### src/design/msd_map.vh
// Constants for the speed-command front end: timing, thresholds, registers.
`ifndef MSD_MAP_VH
`define MSD_MAP_VH

// Clock rate in kHz and Hz.
`define MSD_CLK_KHZ 10000
`define MSD_CLK_HZ 10000000

// Probe timing in milliseconds.
`define MSD_PROBE_START_MS 270
`define MSD_PROBE_PHASE_MS 40

// The same probe times in clock cycles: 270 ms and 40 ms at 10 MHz.
`define MSD_PROBE_START_CYC 23'h29_32E0
`define MSD_PROBE_PHASE_CYC 23'h06_1A80

// Set-value thresholds in millivolts.
`define MSD_SV_OFF_MV 14'h00AA
`define MSD_SV_LIN_MV 14'h014A
`define MSD_SV_MAX_MV 14'h2A30
`define MSD_PROBE_MV 14'h09C4

// Speed figures in rpm; 600 rpm/V is 0.6 rpm/mV as a 16-bit fraction.
`define MSD_RPM_MIN 13'h00C8
`define MSD_SCALE_FRAC 16'h999A
`define MSD_SCALE_SHIFT 16

// Acceleration limits in rpm per second.
`define MSD_ACCEL_FAST 6000
`define MSD_ACCEL_SLOW 3000

// Limiter step intervals in cycles per rpm: 1666 fast, 3333 slow.
`define MSD_STEP_FAST 12'h682
`define MSD_STEP_SLOW 12'hD05

// Six pulses per turn: toggle whenever the rpm sum reaches 5e7.
`define MSD_PULSE_HALF 26'h2FA_F080

// Averaging shift of the set-value filter.
`define MSD_FILT_SHIFT 16

// Register byte offsets.
`define MSD_OFS_CTRL 8'h00
`define MSD_OFS_STATUS 8'h04
`define MSD_OFS_SETVAL 8'h08
`define MSD_OFS_SPEED 8'h0C
`define MSD_OFS_ACTUAL 8'h10

// Control fields and reset value.
`define MSD_CTRL_DIRV 0
`define MSD_CTRL_FAST 1
`define MSD_CTRL_RST 2'h2

// Status fields.
`define MSD_ST_DONE 0
`define MSD_ST_TWOW 1
`define MSD_ST_PWR 2
`define MSD_ST_CW 3
`define MSD_ST_PEND 4

`endif

### src/design/msd_sv_filter.v
// Running average of the digitised set value, used for PWM set values.
`timescale 1ns/10ps
`include "msd_map.vh"
module msd_sv_filter
(
  input  wire        i_clk,
  input  wire        i_rst,
  input  wire [13:0] i_sample,
  output wire [13:0] o_avg
);

  // Accumulator holds the average scaled up by the filter shift.
  reg  [29:0] acc;
  // Sample widened to the accumulator width.
  wire [29:0] wide = {i_sample, 16'h0000};

  // First-order low pass; the time constant of about 6.5 ms spans many
  // periods of the slowest PWM source while still settling in one probe
  // phase.
  always @(posedge i_clk)
  begin
    if (i_rst)
    begin
      acc <= 30'h0000_0000;
    end
    else
    begin
      acc <= acc + (wide >> `MSD_FILT_SHIFT) - (acc >> `MSD_FILT_SHIFT);
    end
  end

  assign o_avg = acc[29:16];

endmodule

### src/design/msd_ramp.v
// Acceleration limiter that walks the speed command toward its target.
`timescale 1ns/10ps
`include "msd_map.vh"
module msd_ramp
(
  input  wire        i_clk,
  input  wire        i_rst,
  input  wire [12:0] i_target,
  input  wire [11:0] i_step_cyc,
  input  wire        i_load,
  input  wire [12:0] i_load_val,
  output reg  [12:0] o_cmd
);

  // Cycles since the last one-rpm step.
  reg [11:0] tick;

  // One rpm per step interval; while loaded the command tracks the real
  // speed so that a restart ramps from where the rotor actually is.
  always @(posedge i_clk)
  begin
    if (i_rst)
    begin
      tick  <= 12'h000;
      o_cmd <= 13'h0000;
    end
    else if (i_load)
    begin
      tick  <= 12'h000;
      o_cmd <= i_load_val;
    end
    else if (tick >= i_step_cyc - 12'h001)
    begin
      tick <= 12'h000;
      if (o_cmd < i_target)
      begin
        o_cmd <= o_cmd + 13'h0001;
      end
      else if (o_cmd > i_target)
      begin
        o_cmd <= o_cmd - 13'h0001;
      end
    end
    else
    begin
      tick <= tick + 12'h001;
    end
  end

endmodule

### src/design/msd_top.v
// Speed-command front end: set-value decode, mode probe and APB registers.
// Notes on behaviour
// - Enable version: enable high and value above 0.17 V.
// - Direction version: run when value above 0.17 V.
// - 0.17 to 0.33 V runs at 200 rpm.
// - Above 0.33 V target is volts times 600.
// - Speed changes limited by maximum acceleration.
// - Pulse output high at 270 ms, low 40 ms later.
// - Two-wire only if input follows the probe.
// - Two-wire speed proportional to supply voltage.
// - Fixed or rising input never selects two-wire.
// - PWM set value taken as its average.
// - Two-wire direction version still reads direction.
// - Enable low disables stage, motor coasts.
// - Direction change: coast to minimum, then reverse.
// - Six 50 percent pulses per turn, also disabled.
//
// Our own choices: the placing of the registers and the APB register port.
`timescale 1ns/10ps
`include "msd_map.vh"
module msd_top
#(
  parameter [22:0] P_PROBE_START_CYC = `MSD_PROBE_START_CYC,
  parameter [22:0] P_PROBE_PHASE_CYC = `MSD_PROBE_PHASE_CYC
)
(
  input  wire        i_clk,
  input  wire        i_rst,
  input  wire        i_psel,
  input  wire        i_penable,
  input  wire        i_pwrite,
  input  wire [7:0]  i_paddr,
  input  wire [31:0] i_pwdata,
  output reg  [31:0] o_prdata,
  output reg         o_pready,
  output reg         o_pslverr,
  input  wire        i_enable_pin,
  input  wire        i_rotation_direction_select,
  input  wire [13:0] i_setval_mv,
  input  wire [14:0] i_supply_mv,
  input  wire [12:0] i_actual_rpm,
  output reg         o_speed_pulse,
  output reg         o_power_enable,
  output reg         o_run_cw,
  output wire [12:0] o_speed_cmd
);

  // Probe sequencer states.
  localparam [1:0] ST_WAIT = 2'h0;
  localparam [1:0] ST_HIGH = 2'h1;
  localparam [1:0] ST_LOW  = 2'h2;
  localparam [1:0] ST_DONE = 2'h3;

  // Step intervals of the acceleration limiter, in clock cycles.
  localparam [11:0] STEP_FAST = `MSD_STEP_FAST;
  localparam [11:0] STEP_SLOW = `MSD_STEP_SLOW;

  // Register index of an address; 7 marks an unmapped address.
  function [2:0] reg_index;
    input [7:0] addr;
    begin
      case (addr)
        `MSD_OFS_CTRL:   reg_index = 3'h0;
        `MSD_OFS_STATUS: reg_index = 3'h1;
        `MSD_OFS_SETVAL: reg_index = 3'h2;
        `MSD_OFS_SPEED:  reg_index = 3'h3;
        `MSD_OFS_ACTUAL: reg_index = 3'h4;
        default:         reg_index = 3'h7;
      endcase
    end
  endfunction

  reg  [1:0]  sync_a;      // First synchroniser stage of both pins.
  reg  [1:0]  sync_b;      // Second stage, the only one logic reads.
  reg  [1:0]  ctrl;        // Version and fast-variant control bits.
  reg  [1:0]  state;       // Probe sequencer state.
  reg  [22:0] cnt;         // Probe phase timer.
  reg         low1_above;  // Input level sampled before the probe.
  reg         high_above;  // Input level sampled while probing high.
  reg         two_wire;    // Latched operating mode.
  reg         dir_pend;    // Reversal waiting for the coast-down.
  reg  [25:0] pulse_acc;   // Phase sum of the speed pulse generator.
  reg  [12:0] next_target; // Speed target before the limiter.
  reg         next_permit; // Power stage permitted by inputs.
  wire [13:0] sv_avg;      // Averaged set value in millivolts.
  wire [13:0] sv_clip;     // Set value clipped at the top of the linear range only.
  wire [29:0] sv_prod;     // Set value times the 600 rpm/V scale.
  wire [25:0] pulse_sum;   // Phase sum after adding the present speed.
  wire        en_ok;       // Enable pin above its high threshold.
  wire        want_cw;     // Direction the inputs ask for.
  wire        sv_on;       // Set value above the disable threshold.
  wire [2:0]  wr_idx;      // Register hit by the present access.
  wire        acc_done;    // Access phase completes this edge.

  // Both pins come from outside; each passes two flip-flops first.
  genvar gi;
  generate
    for (gi = 0; gi < 2; gi = gi + 1)
    begin : g_sync
      always @(posedge i_clk)
      begin
        if (i_rst)
        begin
          sync_a[gi] <= 1'b0;
          sync_b[gi] <= 1'b0;
        end
        else
        begin
          sync_a[gi] <= (gi == 0) ? i_enable_pin
                                  : i_rotation_direction_select;
          sync_b[gi] <= sync_a[gi];
        end
      end
    end
  endgenerate

  assign en_ok = sync_b[0];

  // The averaged value stands in for a PWM set value as well.
  msd_sv_filter u_filter
  (
    .i_clk    (i_clk),
    .i_rst    (i_rst),
    .i_sample (i_setval_mv),
    .o_avg    (sv_avg)
  );

  assign sv_on   = sv_avg > `MSD_SV_OFF_MV;
  assign sv_clip = (sv_avg > `MSD_SV_MAX_MV) ? `MSD_SV_MAX_MV : sv_avg;
  assign sv_prod = {16'h0000, sv_clip} * {14'h0000, `MSD_SCALE_FRAC};

  // The enable version only turns one way; the direction version reads
  // the pin, in two-wire mode too.
  assign want_cw = ctrl[`MSD_CTRL_DIRV] ? sync_b[1] : 1'b1;

  // Probe sequencer. It drives the pulse pin low for 270 ms, high for
  // 40 ms, then low again for 40 ms, and samples the averaged input at the
  // end of each phase. The third sample stops a steadily rising input
  // from looking like a short. It runs once; only reset restarts it.
  always @(posedge i_clk)
  begin
    if (i_rst)
    begin
      state      <= ST_WAIT;
      cnt        <= 23'h00_0000;
      low1_above <= 1'b0;
      high_above <= 1'b0;
      two_wire   <= 1'b0;
    end
    else
    begin
      case (state)
        ST_WAIT:
        begin
          if (cnt == P_PROBE_START_CYC - 23'h00_0001)
          begin
            // Time to raise the probe.
            cnt        <= 23'h00_0000;
            low1_above <= sv_avg > `MSD_PROBE_MV;
            state      <= ST_HIGH;
          end
          else
          begin
            cnt <= cnt + 23'h00_0001;
          end
        end
        ST_HIGH:
        begin
          if (cnt == P_PROBE_PHASE_CYC - 23'h00_0001)
          begin
            // Probe released after its 40 ms.
            cnt        <= 23'h00_0000;
            high_above <= sv_avg > `MSD_PROBE_MV;
            state      <= ST_LOW;
          end
          else
          begin
            cnt <= cnt + 23'h00_0001;
          end
        end
        ST_LOW:
        begin
          if (cnt == P_PROBE_PHASE_CYC - 23'h00_0001)
          begin
            // Only low, high, low again counts as a short.
            two_wire <= ~low1_above & high_above &
                        ~(sv_avg > `MSD_PROBE_MV);
            cnt      <= 23'h00_0000;
            state    <= ST_DONE;
          end
          else
          begin
            cnt <= cnt + 23'h00_0001;
          end
        end
        ST_DONE:
        begin
          // Mode stays fixed until the next power-on.
          state <= ST_DONE;
        end
        default:
        begin
          state <= ST_WAIT;
        end
      endcase
    end
  end

  // Target speed and permission from the set value and the mode.
  always @*
  begin
    next_target = `MSD_RPM_MIN;
    next_permit = 1'b0;
    if (two_wire)
    begin
      // Supply in mV over 8 or 4 gives 125 or 250 rpm per volt.
      next_permit = 1'b1;
      if (ctrl[`MSD_CTRL_FAST])
      begin
        next_target = i_supply_mv[14:2];
      end
      else
      begin
        next_target = {1'b0, i_supply_mv[14:3]};
      end
    end
    else
    begin
      // Enable version needs the pin; the direction version does not.
      next_permit = sv_on & (ctrl[`MSD_CTRL_DIRV] | en_ok);
      if (sv_avg <= `MSD_SV_LIN_MV)
      begin
        next_target = `MSD_RPM_MIN;
      end
      else
      begin
        next_target = sv_prod[28:16];
      end
    end
  end

  // Power stage and direction. A reversal holds the stage off so the
  // rotor coasts down to minimum speed before turning the other way.
  always @(posedge i_clk)
  begin
    if (i_rst)
    begin
      o_power_enable <= 1'b0;
      o_run_cw       <= 1'b1;
      dir_pend       <= 1'b0;
    end
    else
    begin
      if (state == ST_DONE && want_cw != o_run_cw)
      begin
        if (i_actual_rpm <= `MSD_RPM_MIN)
        begin
          o_run_cw <= want_cw;
          dir_pend <= 1'b0;
        end
        else
        begin
          dir_pend <= 1'b1;
        end
      end
      else
      begin
        dir_pend <= 1'b0;
      end
      // Nothing runs before the mode is known.
      o_power_enable <= (state == ST_DONE) & next_permit &
                        (want_cw == o_run_cw);
    end
  end

  // Command limited by acceleration; restarts from the real speed.
  msd_ramp u_ramp
  (
    .i_clk      (i_clk),
    .i_rst      (i_rst),
    .i_target   (next_target),
    .i_step_cyc ((two_wire & ~ctrl[`MSD_CTRL_FAST]) ? STEP_SLOW : STEP_FAST),
    .i_load     (~o_power_enable),
    .i_load_val (i_actual_rpm),
    .o_cmd      (o_speed_cmd)
  );

  assign pulse_sum = pulse_acc + {13'h0000, i_actual_rpm};

  // Speed pulses: toggling every 5e7/rpm cycles gives rpm/10 Hz, six
  // pulses per turn at half duty, whatever the power stage does. During
  // the probe the sequencer owns the pin instead.
  always @(posedge i_clk)
  begin
    if (i_rst)
    begin
      pulse_acc     <= 26'h000_0000;
      o_speed_pulse <= 1'b0;
    end
    else if (state != ST_DONE)
    begin
      pulse_acc     <= 26'h000_0000;
      o_speed_pulse <= (state == ST_HIGH);
    end
    else if (pulse_sum >= `MSD_PULSE_HALF)
    begin
      pulse_acc     <= pulse_sum - `MSD_PULSE_HALF;
      o_speed_pulse <= ~o_speed_pulse;
    end
    else
    begin
      pulse_acc <= pulse_sum;
    end
  end

  assign wr_idx   = reg_index(i_paddr);
  assign acc_done = i_psel & i_penable & o_pready;

  // APB slave with one wait state: ready and data rise together on the
  // edge after the first access cycle, so every output is a flip-flop.
  always @(posedge i_clk)
  begin
    if (i_rst)
    begin
      o_pready  <= 1'b0;
      o_pslverr <= 1'b0;
      o_prdata  <= 32'h0000_0000;
      ctrl      <= `MSD_CTRL_RST;
    end
    else if (i_psel & i_penable & ~o_pready)
    begin
      o_pready  <= 1'b1;
      o_pslverr <= (wr_idx == 3'h7);
      case (reg_index(i_paddr))
        3'h0:    o_prdata <= {30'h0000_0000, ctrl};
        3'h1:    o_prdata <= {27'h000_0000, dir_pend, o_run_cw,
                              o_power_enable, two_wire,
                              state == ST_DONE};
        3'h2:    o_prdata <= {18'h0_0000, sv_avg};
        3'h3:    o_prdata <= {19'h0_0000, o_speed_cmd};
        3'h4:    o_prdata <= {19'h0_0000, i_actual_rpm};
        default: o_prdata <= 32'h0000_0000;
      endcase
    end
    else
    begin
      // Writes take effect only on the completing edge.
      if (acc_done & i_pwrite & (wr_idx == 3'h0))
      begin
        ctrl <= i_pwdata[1:0];
      end
      o_pready  <= 1'b0;
      o_pslverr <= 1'b0;
      o_prdata  <= 32'h0000_0000;
    end
  end

endmodule

### config.mk
export PLATFORM = sky130hd
export DESIGN_NAME = msd_top
export DESIGN_NICKNAME = d
export VERILOG_FILES = /design/src/design/msd_sv_filter.v /design/src/design/msd_ramp.v /design/src/design/msd_top.v
export VERILOG_INCLUDE_DIRS = /design/src /design/src/design
export SDC_FILE = /design/constraint.sdc
export NUM_CORES = 1
export LEC_CHECK = 0
export BUFFER_PORTS_ARGS = -buffer_cell sky130_fd_sc_hd__clkbuf_2
export CAP_MARGIN = 20
export CORE_UTILIZATION = 29
export DETAILED_ROUTE_END_ITERATION = 7
export PLACE_DENSITY_LB_ADDON = 0.15
export SETUP_SLACK_MARGIN = 0.5
export SLEW_MARGIN = 5
export SYNTH_ARGS = -nofsm -noshare
export SYNTH_HDL_FRONTEND = slang
export SYNTH_SLANG_ARGS = --single-unit
### constraint.sdc
create_clock -name i_clk -period 10.09 [get_ports i_clk]
set_input_delay 3.027 -clock i_clk [delete_from_list [all_inputs] [get_ports i_clk]]
set_output_delay 3.027 -clock i_clk [all_outputs]
set_load 0.02 [all_outputs]
# After elaboration in Yosys (flattened, before gate mapping)
# Index checks and enable logic that the tools add are counted.
totals:
  word_cells: 128
  out_inout_bits: 50
  in_bits: 89
  regBits: 153
classes:
  eq_ne: 22
  add_sub_neg: 9
  reduce_logical: 19
  order_cmp: 9
  multipliers: 1
  n_mux: 27
  bitwise_logic: 20
op_table:
  columns: ["cell", "count"]
  rows:
  - ["2-to-1 mux 13 bit", 7]
  - ["case mux 14 bit (5 select lines)", 1]
  - ["2-to-1 mux 23 bit", 2]
  - ["case mux 23 bit (2 select lines)", 1]
  - ["adder 30 x 14 -> 30 bit", 1]
  - ["subtractor 30 x 14 -> 30 bit", 1]
  - ["multiplier 14 x 15 -> 28 bit (second input constant)", 1]
  - ["adder 26 x 13 -> 26 bit", 1]
  - [">= comparator 26 bit (second input constant)", 1]
  - ["2-to-1 mux 26 bit", 1]
  - ["subtractor 26 bit (second input constant)", 1]
  - ["adder 23 x 1 -> 23 bit (second input constant)", 1]
  - ["equality test 23 x 19 -> 1 bit (second input constant)", 1]
  - ["equality test 23 x 22 -> 1 bit (second input constant)", 1]
  - ["equality test 8 x 4 -> 1 bit (second input constant)", 2]
  - ["case mux 3 bit (5 select lines)", 1]
  - ["greater-than comparator 14 x 12 -> 1 bit (second input constant)", 1]
  - ["greater-than comparator 14 bit (second input constant)", 1]
  - ["greater-than comparator 14 x 8 -> 1 bit (second input constant)", 1]
  - ["<= comparator 14 x 9 -> 1 bit (second input constant)", 1]
  - ["2-to-1 mux 14 bit", 1]
  - ["adder 13 x 1 -> 13 bit (second input constant)", 1]
  - ["greater-than comparator 13 bit", 1]
  - ["<= comparator 13 x 8 -> 1 bit (second input constant)", 1]
  - ["other kinds (34)", 75]

# Longest topological paths before layout
# Gate-level depths: netlist of the first run.
depth:
  depth_word: 10
  mapped_depth: 47
  mapped_depth_nobuf: 46

# By module
# From an unflattened synthesis of the first run, not the netlist that was laid out.
hier_totals:
  hier_cells: 1678
  area_unflattened_um2: 14199.9
modules_own_cells:
  columns: ["module", "seq_area_each_um2", "n_inst", "area_per_inst_um2", "cells_per_inst"]
  rows:
  - ["msd_top", 1601.5, 1, 8861.0, 1000]
  - ["msd_sv_filter", 600.6, 1, 2992.9, 391]
  - ["msd_ramp", 500.5, 1, 2346.0, 287]

# Worst setup path after synthesis of the first run
# OpenSTA, ideal clock, no wires.
synth_path:
  kind: "reg-to-reg"
  from: "register u_filter.acc[24]"
  to: "register u_ramp.o_cmd[12]"
  setup_ns: 0.119
  period_less_slack_ns: 9.703
  t_arrival_ns: 9.584
  path_buffers: 1
  required_ns: 9.971
  path_stages_with_launch: 41
  slack_ns: 0.387
  path_cell_list: "dfxtp_1 > inv_1 > ha_1 > a21o_1 > a21o_1 > a21oi_1 > clkbuf_1 > o21ai_0 > ha_1 > inv_1 > fa_1 > inv_1 > fa_1 > fa_1 > fa_1 > fa_1 > ha_1 > nand4_1 > (+5 left out) > xor2_1 > a32oi_1 > ha_1 > nand4_1 > or2_2 > o221a_2 > inv_1 > ha_1 > a21o_1 > a21oi_1 > o21bai_1 > a21oi_1 > o21bai_1 > a31oi_1 > a21oi_1 > xnor2_1 > a21boi_0 > o221a_2"
synth_via:
  elab_chain_cells: 9
  elab_cells_between_ends: 13
  classes_between: "mul: 1; order compare: 4; eq/ne: 1; mux: 6; reduce/logical: 1"
synth_rtl:
  columns: ["item", "line", "text"]
  rows:
  - ["from (decl)", "msd_sv_filter.v:13", "reg [29:0] acc;"]
  - ["from (signal assigned)", "msd_sv_filter.v:28", "acc <= acc + (wide >> `MSD_FILT_SHIFT) - (acc >> `MSD_FILT_SHIFT);"]
  - ["greater-than comparator 14 bit (no line)", null, null]
  - ["2-to-1 mux 14 bit", "msd_top.v:129", "assign sv_clip = (sv_avg > `MSD_SV_MAX_MV) ? `MSD_SV_MAX_MV : sv_avg;"]
  - ["multiplier 14 x 15 -> 28 bit", "msd_top.v:130", "assign sv_prod = {16'h0000, sv_clip} * {14'h0000, `MSD_SCALE_FRAC};"]
  - ["2-to-1 mux 13 bit *", "msd_top.v:231", "if (sv_avg <= `MSD_SV_LIN_MV)"]
  - ["2-to-1 mux 13 bit *", "msd_top.v:214", "if (two_wire)"]
  - ["less-than comparator 13 bit", "msd_ramp.v:35", "if (o_cmd < i_target)"]
  - ["2-to-1 mux 13 bit", "msd_ramp.v:35", null]
  - ["2-to-1 mux 13 bit", "msd_ramp.v:32", "else if (tick >= i_step_cyc - 12'h001)"]
  - ["2-to-1 mux 13 bit", "msd_ramp.v:27", "else if (i_load)"]
  - ["to (signal assigned)", "msd_ramp.v:30", "o_cmd <= i_load_val;"]
  - ["to (signal assigned)", "msd_ramp.v:37", "o_cmd <= o_cmd + 13'h0001;"]
  - ["to (signal assigned)", "msd_ramp.v:41", "o_cmd <= o_cmd - 13'h0001;"]
  - ["to (decl)", "msd_ramp.v:12", "output reg [12:0] o_cmd"]
# Every way passes the cells marked *; elsewhere a longest branch is shown, timed or not. The select of a mux whose other input is x is not followed.
# A chain may end at the register's enable or synchronous reset.

# Final worst setup path of the first run
layout_path:
  from: "register u_filter.acc[20]"
  to: "register u_ramp.o_cmd[12]"
# Same word-level chain as after synthesis.

==> results of run 1 <==
[cell usage after synthesis (8+ instances only)]
cell / number
dfxtp_1: 135
xnor2_1: 63
clkbuf_1: 24
mux2_2: 11
or2_2: 8
a211o_1: 9
xor2_1: 39
o31ai_1: 10
o21a_1: 11
nor3_1: 34
a31oi_1: 11
nand3_1: 44
a21o_1: 26
nand4_1: 17
a22oi_1: 19
nor2b_1: 21
o21ai_0: 57
nand2b_1: 16
nor4_1: 9
o21bai_1: 10
a211oi_1: 21
mux2i_1: 17
inv_1: 179
or3_1: 13
buf_4: 20
and3_1: 13
a21oi_1: 80
fa_1: 66
and2_1: 8
ha_1: 217
nand2_1: 86
nor3b_1: 8
nor2_1: 158
[sequential cells by signal, summed over array words and instances, names as in the netlist, 12 cells and up]
register and count:
o_prdata 14, u_ramp.o_cmd 13, u_ramp.tick 12, u_filter.acc 30, pulse_acc 26, cnt 23
[worst max-delay path: cells and delay by family, from the launching register on]
| kind | cells | cell delay [ns] |
|---|---|---|
| AOI/OAI and AO/OA | 23 | 3.90 |
| adders and majority gates | 10 | 3.52 |
| and+or+nand+nor | 4 | 0.72 |
| buffers and inverters | 7 | 0.63 |
| DFF | 1 | 0.34 |
| xor gates and xnor gates | 1 | 0.19 |
[cell type report]
cell class	count	area [um2]
Tap cell	607	759
Sequential cell	135	2710
Clock buffer	17	425
Clock inverter	15	159
Fill cell	4867	30200
Timing Repair Buffer	184	1190
Multi-Input combinational cell	1240	10600
Inverter	180	682
[metal layers]
metal	share of wire [%]	GRT usage, %
met5	0	0
met4	1.7	4.40
met3	2.8	2.32
met2	48	27.9
met1	48	21.7
[how the worst max path moves through the flow]
stage / depth (start not counted) / startpoint / slack [ns] / to
after global routing: 45 / u_filter.acc[21]$_SDFF_PP0_ / 0.32 / u_ramp.o_cmd[12]$_SDFFE_PP0P_
after CTS: 40 / u_filter.acc[20]$_SDFF_PP0_ / 0.48 / u_ramp.o_cmd[12]$_SDFFE_PP0P_
after floorplan: 44 / u_filter.acc[24]$_SDFF_PP0_ / 0.52 / u_ramp.o_cmd[12]$_SDFFE_PP0P_
after global placement: 42 / u_filter.acc[20]$_SDFF_PP0_ / 0.12 / u_ramp.o_cmd[12]$_SDFFE_PP0P_
after detailed placement: 42 / u_filter.acc[20]$_SDFF_PP0_ / 0.07 / u_ramp.o_cmd[12]$_SDFFE_PP0P_
final: 45 / u_filter.acc[20]$_SDFF_PP0_ / 0.69 / u_ramp.o_cmd[12]$_SDFFE_PP0P_
[kinds of logic (layout without fill, tap and decap cells)]
family                     after synthesis  in the layout  synth area share (%)
adders and majority gates              283            283                  29.4
buffers and inverters                  242            396                  7.62
muxes                                   29             29                  2.25
xor gates and xnor gates               103            103                  6.63
AOI/OAI and AO/OA                      343            343                  17.9
and+or+nand+nor                        464            464                  16.5
DFF                                    135            135                  19.7
other                                    1             18                0.0273
[stage by stage]
step	worst slack [ns]	std cells	utilization, %	hold slack (ns)
2_1_floorplan	0.516	1617	-	0.414
3_3_place_gp	0.120	2307	32.3	0.442
3_5_place_dp	0.0652	2307	32.3	0.445
4_1_cts	0.482	2356	34.1	0.460
5_1_grt	0.324	2378	35.4	0.474
6_report	0.688	2378	35.4	0.451
[cells in the final DEF, fill, tap and decap left out, types with 8 or more instances in the layout]
cell type,instances
ha_1,193
inv_1,165
nor2_1,153
dfxtp_1,130
clkbuf_2,88
buf_4,87
nand2_1,85
a21oi_1,71
xnor2_1,63
fa_1,59
o21ai_0,46
nand3_1,44
xor2_1,38
nor3_1,33
a21o_1,26
ha_4,21
a211oi_1,20
nor2b_1,20
a22oi_1,18
conb_1,18
nand4_1,17
mux2i_1,17
clkbuf_16,17
nand2b_1,14
inv_2,13
and3_1,13
mux2_2,11
o21a_1,11
or3_1,11
a31oi_1,11
nor4_1,9
a211o_1,9
o31ai_1,9
o21bai_1,9
buf_6,9
a21oi_2,8
and2_1,8
nor3b_1,8
[repair_timing]
item,in CTS,in global routing
pin swaps,29,88
resized for setup,40,87
hold buffers,0,0
setup buffers,16,22
cloned,1,0
setup endpoints to repair,6,9
==> metrics.md, run 1 <==
| Metric | Value |
|---|---|
| Final WL | 39200 um |
| Top area cells in the synthesized netlist | ha_1 20%, dfxtp_1 20%, fa_1 9.6% |
| EDFF count, synth | 0 |
| Post-detail-place hpwl | 31000 um |
| Final setup violation count | 0 |
| R2r setup slk | 0.69 ns |
| DRT Pass-1 Iters | 7 |
| Nets@finish | 2130 |
| Largest fanout on the critical path | 6 |
| Post-route ant nets | 0 |
| Final period utilization | 93.2% |
| Initial DRC Count | 554 |
| Max Fclk | 106 MHz |
| Clock Skews | 0.0111 ns |
| Cell with the most instances on the worst path | a21o_1 |
| WHS Endpoint | high_above$_SDFFE_PP0P_ |
| Delay of the slowest critical-path stage | 0.59 ns |
| Placed Area | 0.0151 mm2 |
| Worst R2R End | u_ramp.o_cmd[12]$_SDFFE_PP0P_ |
| Failing checks | DRC |
| Chip height | 220 um |
| Sequential element share of the synthesized area | 19.7% |
| Vias | 11500 |
| R2R cell count | 45 |
| Clk Latency, worst-skew pair | 0.45 ns |
| Antenna fix cells | 0 |
| Clk sinks | 135 |
| WL/cell | 16.5 um |
| Crit start category | register |
| Core Box Area | 0.0467 mm2 |
| Fin. Hold Viols | 0 |
| Syn-to-layout area delta | 20.2% |
| Ys flop type | dfxtp_1 |
| Root Buffer Master | clkbuf_16 |
| Routability cong. | 0.825 |
| Reg-to-reg critical path startpoint | u_filter.acc[20]$_SDFF_PP0_ |
| Synthesized flop and latch total | 135 |
| CTS tree | built |
| Final Max Slew Viols | 0 |
| Largest net degree at the start of global routing | 66 |
| Via/cell ratio | 4.85 |
| Worst-path clk slew | 0.07 ns |
| Share of cells above drive strength 1 | 20.2% |
| Overflow after GRT | 0 |
| Post-synthesis cell area | 0.0137 mm2 |
| CP max stage cell | fa_1 |
| Synth area leader | ha_1 |
| Initial Util | 29.4% |
| Worst EP arrival | 9.74 ns |
| WHS Path Cells | 2 |
| Max Root-Sink Buffers | 2 |
| Drt drc | 8 |
| Max-slew headroom | 32.9% |
| First-pass GRT wire length | 61400 um |
| Req. time, crit path | 10.43 ns |
| Final TNS setup | 0 ns |
| Avg Synthesized Cell Area | 8.58 um2 |
| Die area | 0.0482 mm2 |
| Yosys Warn Count | 0 |
| Initial antenna violation count | 0 |
| Asr flop ratio synth | 0% |
| Design Area, Final | 0.0165 mm2 |
| Hold_sp | high_above$_SDFFE_PP0P_ |
| Post-Syn Instances | 1600 |
| Row count | 79 |
| Max_cap viols | 0 |
| Critical Path End Type | register |
| Slew @ Worst Pin | 1.01 ns |
| Distinct cells, synth | 99 |
| RSZ-0062 raised after global routing | yes |
| Vias in the first global route | 11400 |
| I/O pin count | 139 |
| Crit Path Category | reg2reg |
| CTS H-tree depth | 4 |
| Worst min path class | reg2reg |
| Fin crit period | 9.40 ns |
| Tot GR Track Use | 16.5% |
| Die width | 220 um |
| Top cell type's share of synthesized area | 19.8% |
| TritonCTS Buffers | 17 |
| Status | finished, violations left |
| IO buf count | 88 |
Power of run 1 is not shown: default switching activity piles up to over one toggle a cycle in this logic, so the estimate is an artifact.
==> run 2, diff against run 1 <==
--- a/config.mk
+++ b/config.mk
@@ -13,3 +13,3 @@
 export PLACE_DENSITY_LB_ADDON = 0.15
-export SETUP_SLACK_MARGIN = 0.5
+export SETUP_SLACK_MARGIN = 0.4
 export SLEW_MARGIN = 5
--- a/constraint.sdc
+++ b/constraint.sdc
@@ -3,2 +3,2 @@
 set_output_delay 3.027 -clock i_clk [all_outputs]
-set_load 0.02 [all_outputs]
+set_load 0.1 [all_outputs]
==> metrics.md, run 2 (same netlist as run 1, synthesis figures left out) <==
| Metric | Value |
|---|---|
| Placed Cells | 2305 (-0.087%) |
| Req. time, crit path | 10.45 ns (+0.02 ns) |
| Nets@finish | 2111 (-0.89%) |
| I/O pin count | 139 (unchanged) |
| Delay of the slowest critical-path stage | 0.59 ns (about the same) |
| DRT Pass-1 Iters | 8 (+1) |
| Post-detail-place hpwl | 31300 um (+0.83%) |
| Post-route ant nets | 0 (unchanged) |
| Fin crit period | 9.56 ns (+0.158 ns) |
| CTS tree | built |
| Hold buffers post-CTS | 0 (unchanged) |
| CP Buf/Inv Count | 6 (-1) |
| Core Box Area | 0.0467 mm2 (unchanged) |
| Chip height | 220 um (unchanged) |
| Vias | 11500 (-0.64%) |
| Hold_sp | high_above$_SDFFE_PP0P_ |
| Max Root-Sink Buffers | 2 (unchanged) |
| R2R cell count | 44 (-2.2%) |
| Max Fclk | 105 MHz (-1.6%) |
| Initial antenna violation count | 0 (unchanged) |
| CTS H-tree depth | 4 (unchanged) |
| Commonest cells after routing, fill and taps aside | 196 x ha_1, 168 x inv_1, 153 x nor2_1 |
| Routability cong. | 0.832 (+0.93%) |
| Worst R2R End | u_ramp.o_cmd[12]$_SDFFE_PP0P_ |
| Die width | 220 um (unchanged) |
| Drt drc | 7 (-1) |
| Cell family with the largest share of critical-path delay | compound AO/OA/AOI/OAI gates |
| Final period utilization | 94.7% (+1.6 points) |
| Fin. Hold Viols | 0 (unchanged) |
| Final WL | 39200 um (about the same) |
| Cell with the most instances on the worst path | a21o_1 |
| Final hold slack | 0.469 ns (+0.0175 ns) |
| Initial DRC Count | 482 (-13%) |
| WL/cell | 16.6 um (+0.75%) |
| Reg-to-reg critical path startpoint | u_filter.acc[22]$_SDFF_PP0_ |
| Die area | 0.0482 mm2 (unchanged) |
| Largest net degree at the start of global routing | 44 (-33%) |
| TritonCTS Buffers | 17 (unchanged) |
| Share of cells above drive strength 1 | 18.8% (-1.4 points) |
| R2r setup slk | 0.53 ns (-0.16 ns) |
| Critical Path End Type | register |
| Top Registers | u_filter.acc x30, pulse_acc x26, cnt x23 |
| Top reg by flops | u_filter.acc |
| WHS Path Cells | 2 (unchanged) |
| Initial Util | 29.4% (unchanged) |
| Vias in the first global route | 11400 (+0.19%) |
| Max-slew headroom | 34.8% (+2.0 points) |
| Crit start category | register |
| Worst-path clk slew | 0.08 ns (about the same) |
| Final TNS setup | 0 ns (unchanged) |
| Largest fanout on the critical path | 8 (+2) |
| Max_cap viols | 0 (unchanged) |
| Overflow after GRT | 0 (unchanged) |
| Final Max Slew Viols | 0 (unchanged) |
| Clk sinks | 135 (unchanged) |
| Slew @ Worst Pin | 0.978 ns (-0.0293 ns) |
| Via/cell ratio | 4.85 (+0.16%) |
| Root Buffer Master | clkbuf_16 |
| Antenna fix cells | 0 (unchanged) |
| Failing checks | DRC |
| Final non-filler cell total | 2359 (-0.80%) |
| Largest register FFs | 30 (unchanged) |
| Row count | 79 (unchanged) |
| Worst EP arrival | 9.92 ns (+0.18 ns) |
| Most common cell after layout, fill and taps aside | ha_1 |
| Clk Latency, worst-skew pair | 0.46 ns (about the same) |
| Worst min path class | reg2reg |
| CP max stage cell | fa_1 |
| Syn-to-layout area delta | 18.9% |
| RSZ-0062 raised after global routing | yes |
| Clock Skews | 0.0171 ns (+0.00600 ns) |
| IO buf count | 88 (unchanged) |
| WHS Endpoint | high_above$_SDFFE_PP0P_ |
| Tot GR Track Use | 16.6% (+0.097 points) |
| Status | finished, violations left |
| Crit Path Category | reg2reg |
| First-pass GRT wire length | 61500 um (+0.14%) |
| Final setup violation count | 0 (unchanged) |
run 2: area by class of cell:
cell class | count | area, um2
inverter | 180 | 679
clock inverter | 15 | 206
tap | 607 | 759
fill | 4919 | 30300
sequential | 135 | 2710
multi-input combinational | 1240 | 10500
timing repair buffer | 165 | 1040
clock buffer | 17 | 425
run 2: routing by layer:
| layer | routed length (um) | track usage, % |
|---|---|---|
| met2 | 18700 | 28.3 |
| met5 | 0 | 0 |
| met1 | 18900 | 21.6 |
| met3 | 848 | 2.37 |
| met4 | 667 | 4.51 |
run 2: worst min-delay path, stage by stage, from the launching register on:
cell	delay, ns
dfxtp_1	0.31
nand2_1	0.05
a21oi_1	0.05
run 2: worst max-delay path by stage:
stage | startpoint | to | depth (start not counted)
final | u_filter.acc[22]$_SDFF_PP0_ | u_ramp.o_cmd[12]$_SDFFE_PP0P_ | 44
after global routing | u_filter.acc[23]$_SDFF_PP0_ | u_ramp.o_cmd[12]$_SDFFE_PP0P_ | 44
after CTS | u_filter.acc[20]$_SDFF_PP0_ | u_ramp.o_cmd[12]$_SDFFE_PP0P_ | 43
after detailed placement | u_filter.acc[20]$_SDFF_PP0_ | u_ramp.o_cmd[12]$_SDFFE_PP0P_ | 42
after global placement | u_filter.acc[20]$_SDFF_PP0_ | u_ramp.o_cmd[12]$_SDFFE_PP0P_ | 43
after floorplan | u_filter.acc[24]$_SDFF_PP0_ | u_ramp.o_cmd[12]$_SDFFE_PP0P_ | 42
run 2: what timing repair did:
item                                    in CTS  in global routing
hold endpoints to repair                     0                  0
setup buffers                               11                 11
resized for setup                           24                 83
endpoints found under the setup margin       7                  9
pin swaps                                   26                 71
run 2: metrics by stage:
stage	utilization [%]	setup slack [ns]	area [um2]
after global routing	35.0	0.127	16300
after detailed placement	32.2	-0.0526	15000
after CTS	33.9	0.418	15800
after floorplan	-	0.424	13800
after global placement	32.2	0.0247	15000
final	35.0	0.530	16300
Power of run 2 is left out for the same reason.
==> run 3, diff against run 2 <==
Settings changed: PLACE_DENSITY from default to 0.55, PLACE_DENSITY_LB_ADDON 0.15 to default.
==> metrics.md, run 3 (same netlist as run 1, synthesis figures left out) <==
| Metric | Value |
|---|---|
| Root Buffer Master | clkbuf_16 |
| Final TNS setup | 0 ns (unchanged) |
| Cell family with the largest share of critical-path delay | adder cells |
| Vias | 11500 (+0.66%) |
| Fin. Hold Viols | 0 (unchanged) |
| Commonest cells after routing, fill and taps aside | 206 x ha_1, 174 x inv_1, 154 x nor2_1 |
| WHS Endpoint | high_above$_SDFFE_PP0P_ |
| Top Registers | u_filter.acc x30, pulse_acc x26, cnt x23 |
| Die area | 0.0482 mm2 (unchanged) |
| CTS H-tree depth | 4 (unchanged) |
| Post-detail-place hpwl | 29500 um (-5.5%) |
| RSZ-0062 raised after global routing | no |
| Worst-path clk slew | 0.06 ns (-0.02 ns) |
| Tot GR Track Use | 15.6% (-0.96 points) |
| Antenna fix cells | 0 (unchanged) |
| Routability cong. | 0.873 (+4.9%) |
| Crit start category | register |
| IO buf count | 88 (unchanged) |
| Overflow after GRT | 0 (unchanged) |
| Initial DRC Count | 623 (+29%) |
| Worst min path class | reg2reg |
| R2r setup slk | 0.75 ns (+0.22 ns) |
| Largest register FFs | 30 (unchanged) |
| CP max stage cell | fa_1 |
| CTS tree | built |
| Clk sinks | 135 (unchanged) |
| WL/cell | 15.6 um (-6.2%) |
| Hold_sp | high_above$_SDFFE_PP0P_ |
| Top reg by flops | u_filter.acc |
| Final setup violation count | 0 (unchanged) |
| Critical Path End Type | register |
| Reg-to-reg critical path startpoint | u_filter.acc[20]$_SDFF_PP0_ |
| Req. time, crit path | 10.45 ns (about the same) |
| WHS Path Cells | 2 (unchanged) |
| Most common cell after layout, fill and taps aside | ha_1 |
| Crit path depth | 40 (-9.1%) |
| Die width | 220 um (unchanged) |
| Failing checks | DRC |
| Vias in the first global route | 11400 (+0.070%) |
| Core Box Area | 0.0467 mm2 (unchanged) |
| Final core utilization | 34.5% (-0.44 points) |
| Share of cells above drive strength 1 | 17.5% (-1.3 points) |
| Place WS | -0.0385 ns (+0.0141 ns) |
| Clk Latency, worst-skew pair | 0.47 ns (about the same) |
| Max-slew headroom | 39.2% (+4.4 points) |
| Final Max Slew Viols | 0 (unchanged) |
| Final period utilization | 92.6% (-2.1 points) |
| Final WL | 36700 um (-6.2%) |
| Post-route ant nets | 0 (unchanged) |
| Max Fclk | 107 MHz (+2.3%) |
| Initial antenna violation count | 1 (+1) |
| Cell with the most instances on the worst path | a21o_1 |
| Syn-to-layout area delta | 17.4% |
| Multi-input logic area | 0.0103 mm2 (-1.8%) |
| TritonCTS Buffers | 17 (unchanged) |
| Crit Path Category | reg2reg |
| Max Root-Sink Buffers | 2 (unchanged) |
| Chip height | 220 um (unchanged) |
| Status | finished, violations left |
| Initial Util | 29.4% (unchanged) |
| Fin crit period | 9.34 ns (-0.217 ns) |
| First-pass GRT wire length | 58600 um (-4.7%) |
| Worst EP arrival | 9.70 ns (-0.22 ns) |
| Slew @ Worst Pin | 0.899 ns (-0.0783 ns) |
| Nets@finish | 2112 (+0.047%) |
| DRT Pass-1 Iters | 8 (unchanged) |
| Layout fillers | 4840 (-1.6%) |
| Row count | 79 (unchanged) |
| Delay of the slowest critical-path stage | 0.55 ns (-0.04 ns) |
| Largest net degree at the start of global routing | 44 (unchanged) |
| Worst R2R End | u_ramp.o_cmd[12]$_SDFFE_PP0P_ |
| Clock Skews | 0.00999 ns (-0.00715 ns) |
| Drt drc | 10 (+3) |
| Max_cap viols | 0 (unchanged) |
| Hold buffers post-CTS | 0 (unchanged) |
| R2R cell count | 40 (-9.1%) |
| Sequential Area | 0.00271 mm2 (unchanged) |
| Placed Cells | 2305 (unchanged) |
| Via/cell ratio | 4.88 (+0.62%) |
| Largest fanout on the critical path | 5 (-3) |
| CP Buf/Inv Count | 4 (-2) |
| Setup ws final | 0.747 ns (+0.217 ns) |
| I/O pin count | 139 (unchanged) |
| Final non-filler cell total | 2360 (+0.042%) |
run 3: timing repair:
item | in CTS | in global routing
setup endpoints to repair | 7 | 7
pin swaps | 24 | 45
cloned | 1 | 1
hold endpoints to repair | 0 | 0
gates resized for setup | 24 | 54
buffers inserted | 6 | 14
run 3: layout make-up:
| type | instances | area share, % |
|---|---|---|
| inverter | 180 | 4.22 |
| timing repair buffer | 165 | 6.40 |
| clock inverter | 12 | 1.03 |
| sequential | 135 | 16.8 |
| clock buffer | 20 | 2.84 |
| tap | 607 | 4.72 |
| multi-input combinational | 1241 | 64.0 |
run 3: worst max path at each step:
stage                                     to  slack, ns                   startpoint
2_1_floorplan  u_ramp.o_cmd[12]$_SDFFE_PP0P_       0.42  u_filter.acc[24]$_SDFF_PP0_
3_3_place_gp   u_ramp.o_cmd[12]$_SDFFE_PP0P_       0.14  u_filter.acc[25]$_SDFF_PP0_
3_5_place_dp   u_ramp.o_cmd[12]$_SDFFE_PP0P_      -0.04  u_filter.acc[25]$_SDFF_PP0_
4_1_cts        u_ramp.o_cmd[12]$_SDFFE_PP0P_       0.41  u_filter.acc[20]$_SDFF_PP0_
5_1_grt        u_ramp.o_cmd[12]$_SDFFE_PP0P_       0.36  u_filter.acc[20]$_SDFF_PP0_
6_report       u_ramp.o_cmd[12]$_SDFFE_PP0P_       0.75  u_filter.acc[20]$_SDFF_PP0_
run 3: worst min-delay path: stages, from the launching register on:
cell	delay (ns)
dfxtp_1	0.31
nand2_1	0.05
a21oi_1	0.05
run 3: layer usage:
metal	wire (um)	track usage (%)
met3	1250	3.13
met5	9	0
met2	17100	25.9
met4	676	4.98
met1	17700	20.1
run 3: stage by stage:
| stage | cell area, um2 | hold WS [ns] |
|---|---|---|
| floorplan | 13800 | 0.414 |
| global placement | 15000 | 0.434 |
| detailed placement | 15000 | 0.442 |
| CTS | 15800 | 0.451 |
| global route | 16100 | 0.463 |
| finish | 16100 | 0.455 |
Power of run 3 is left out for the same reason.
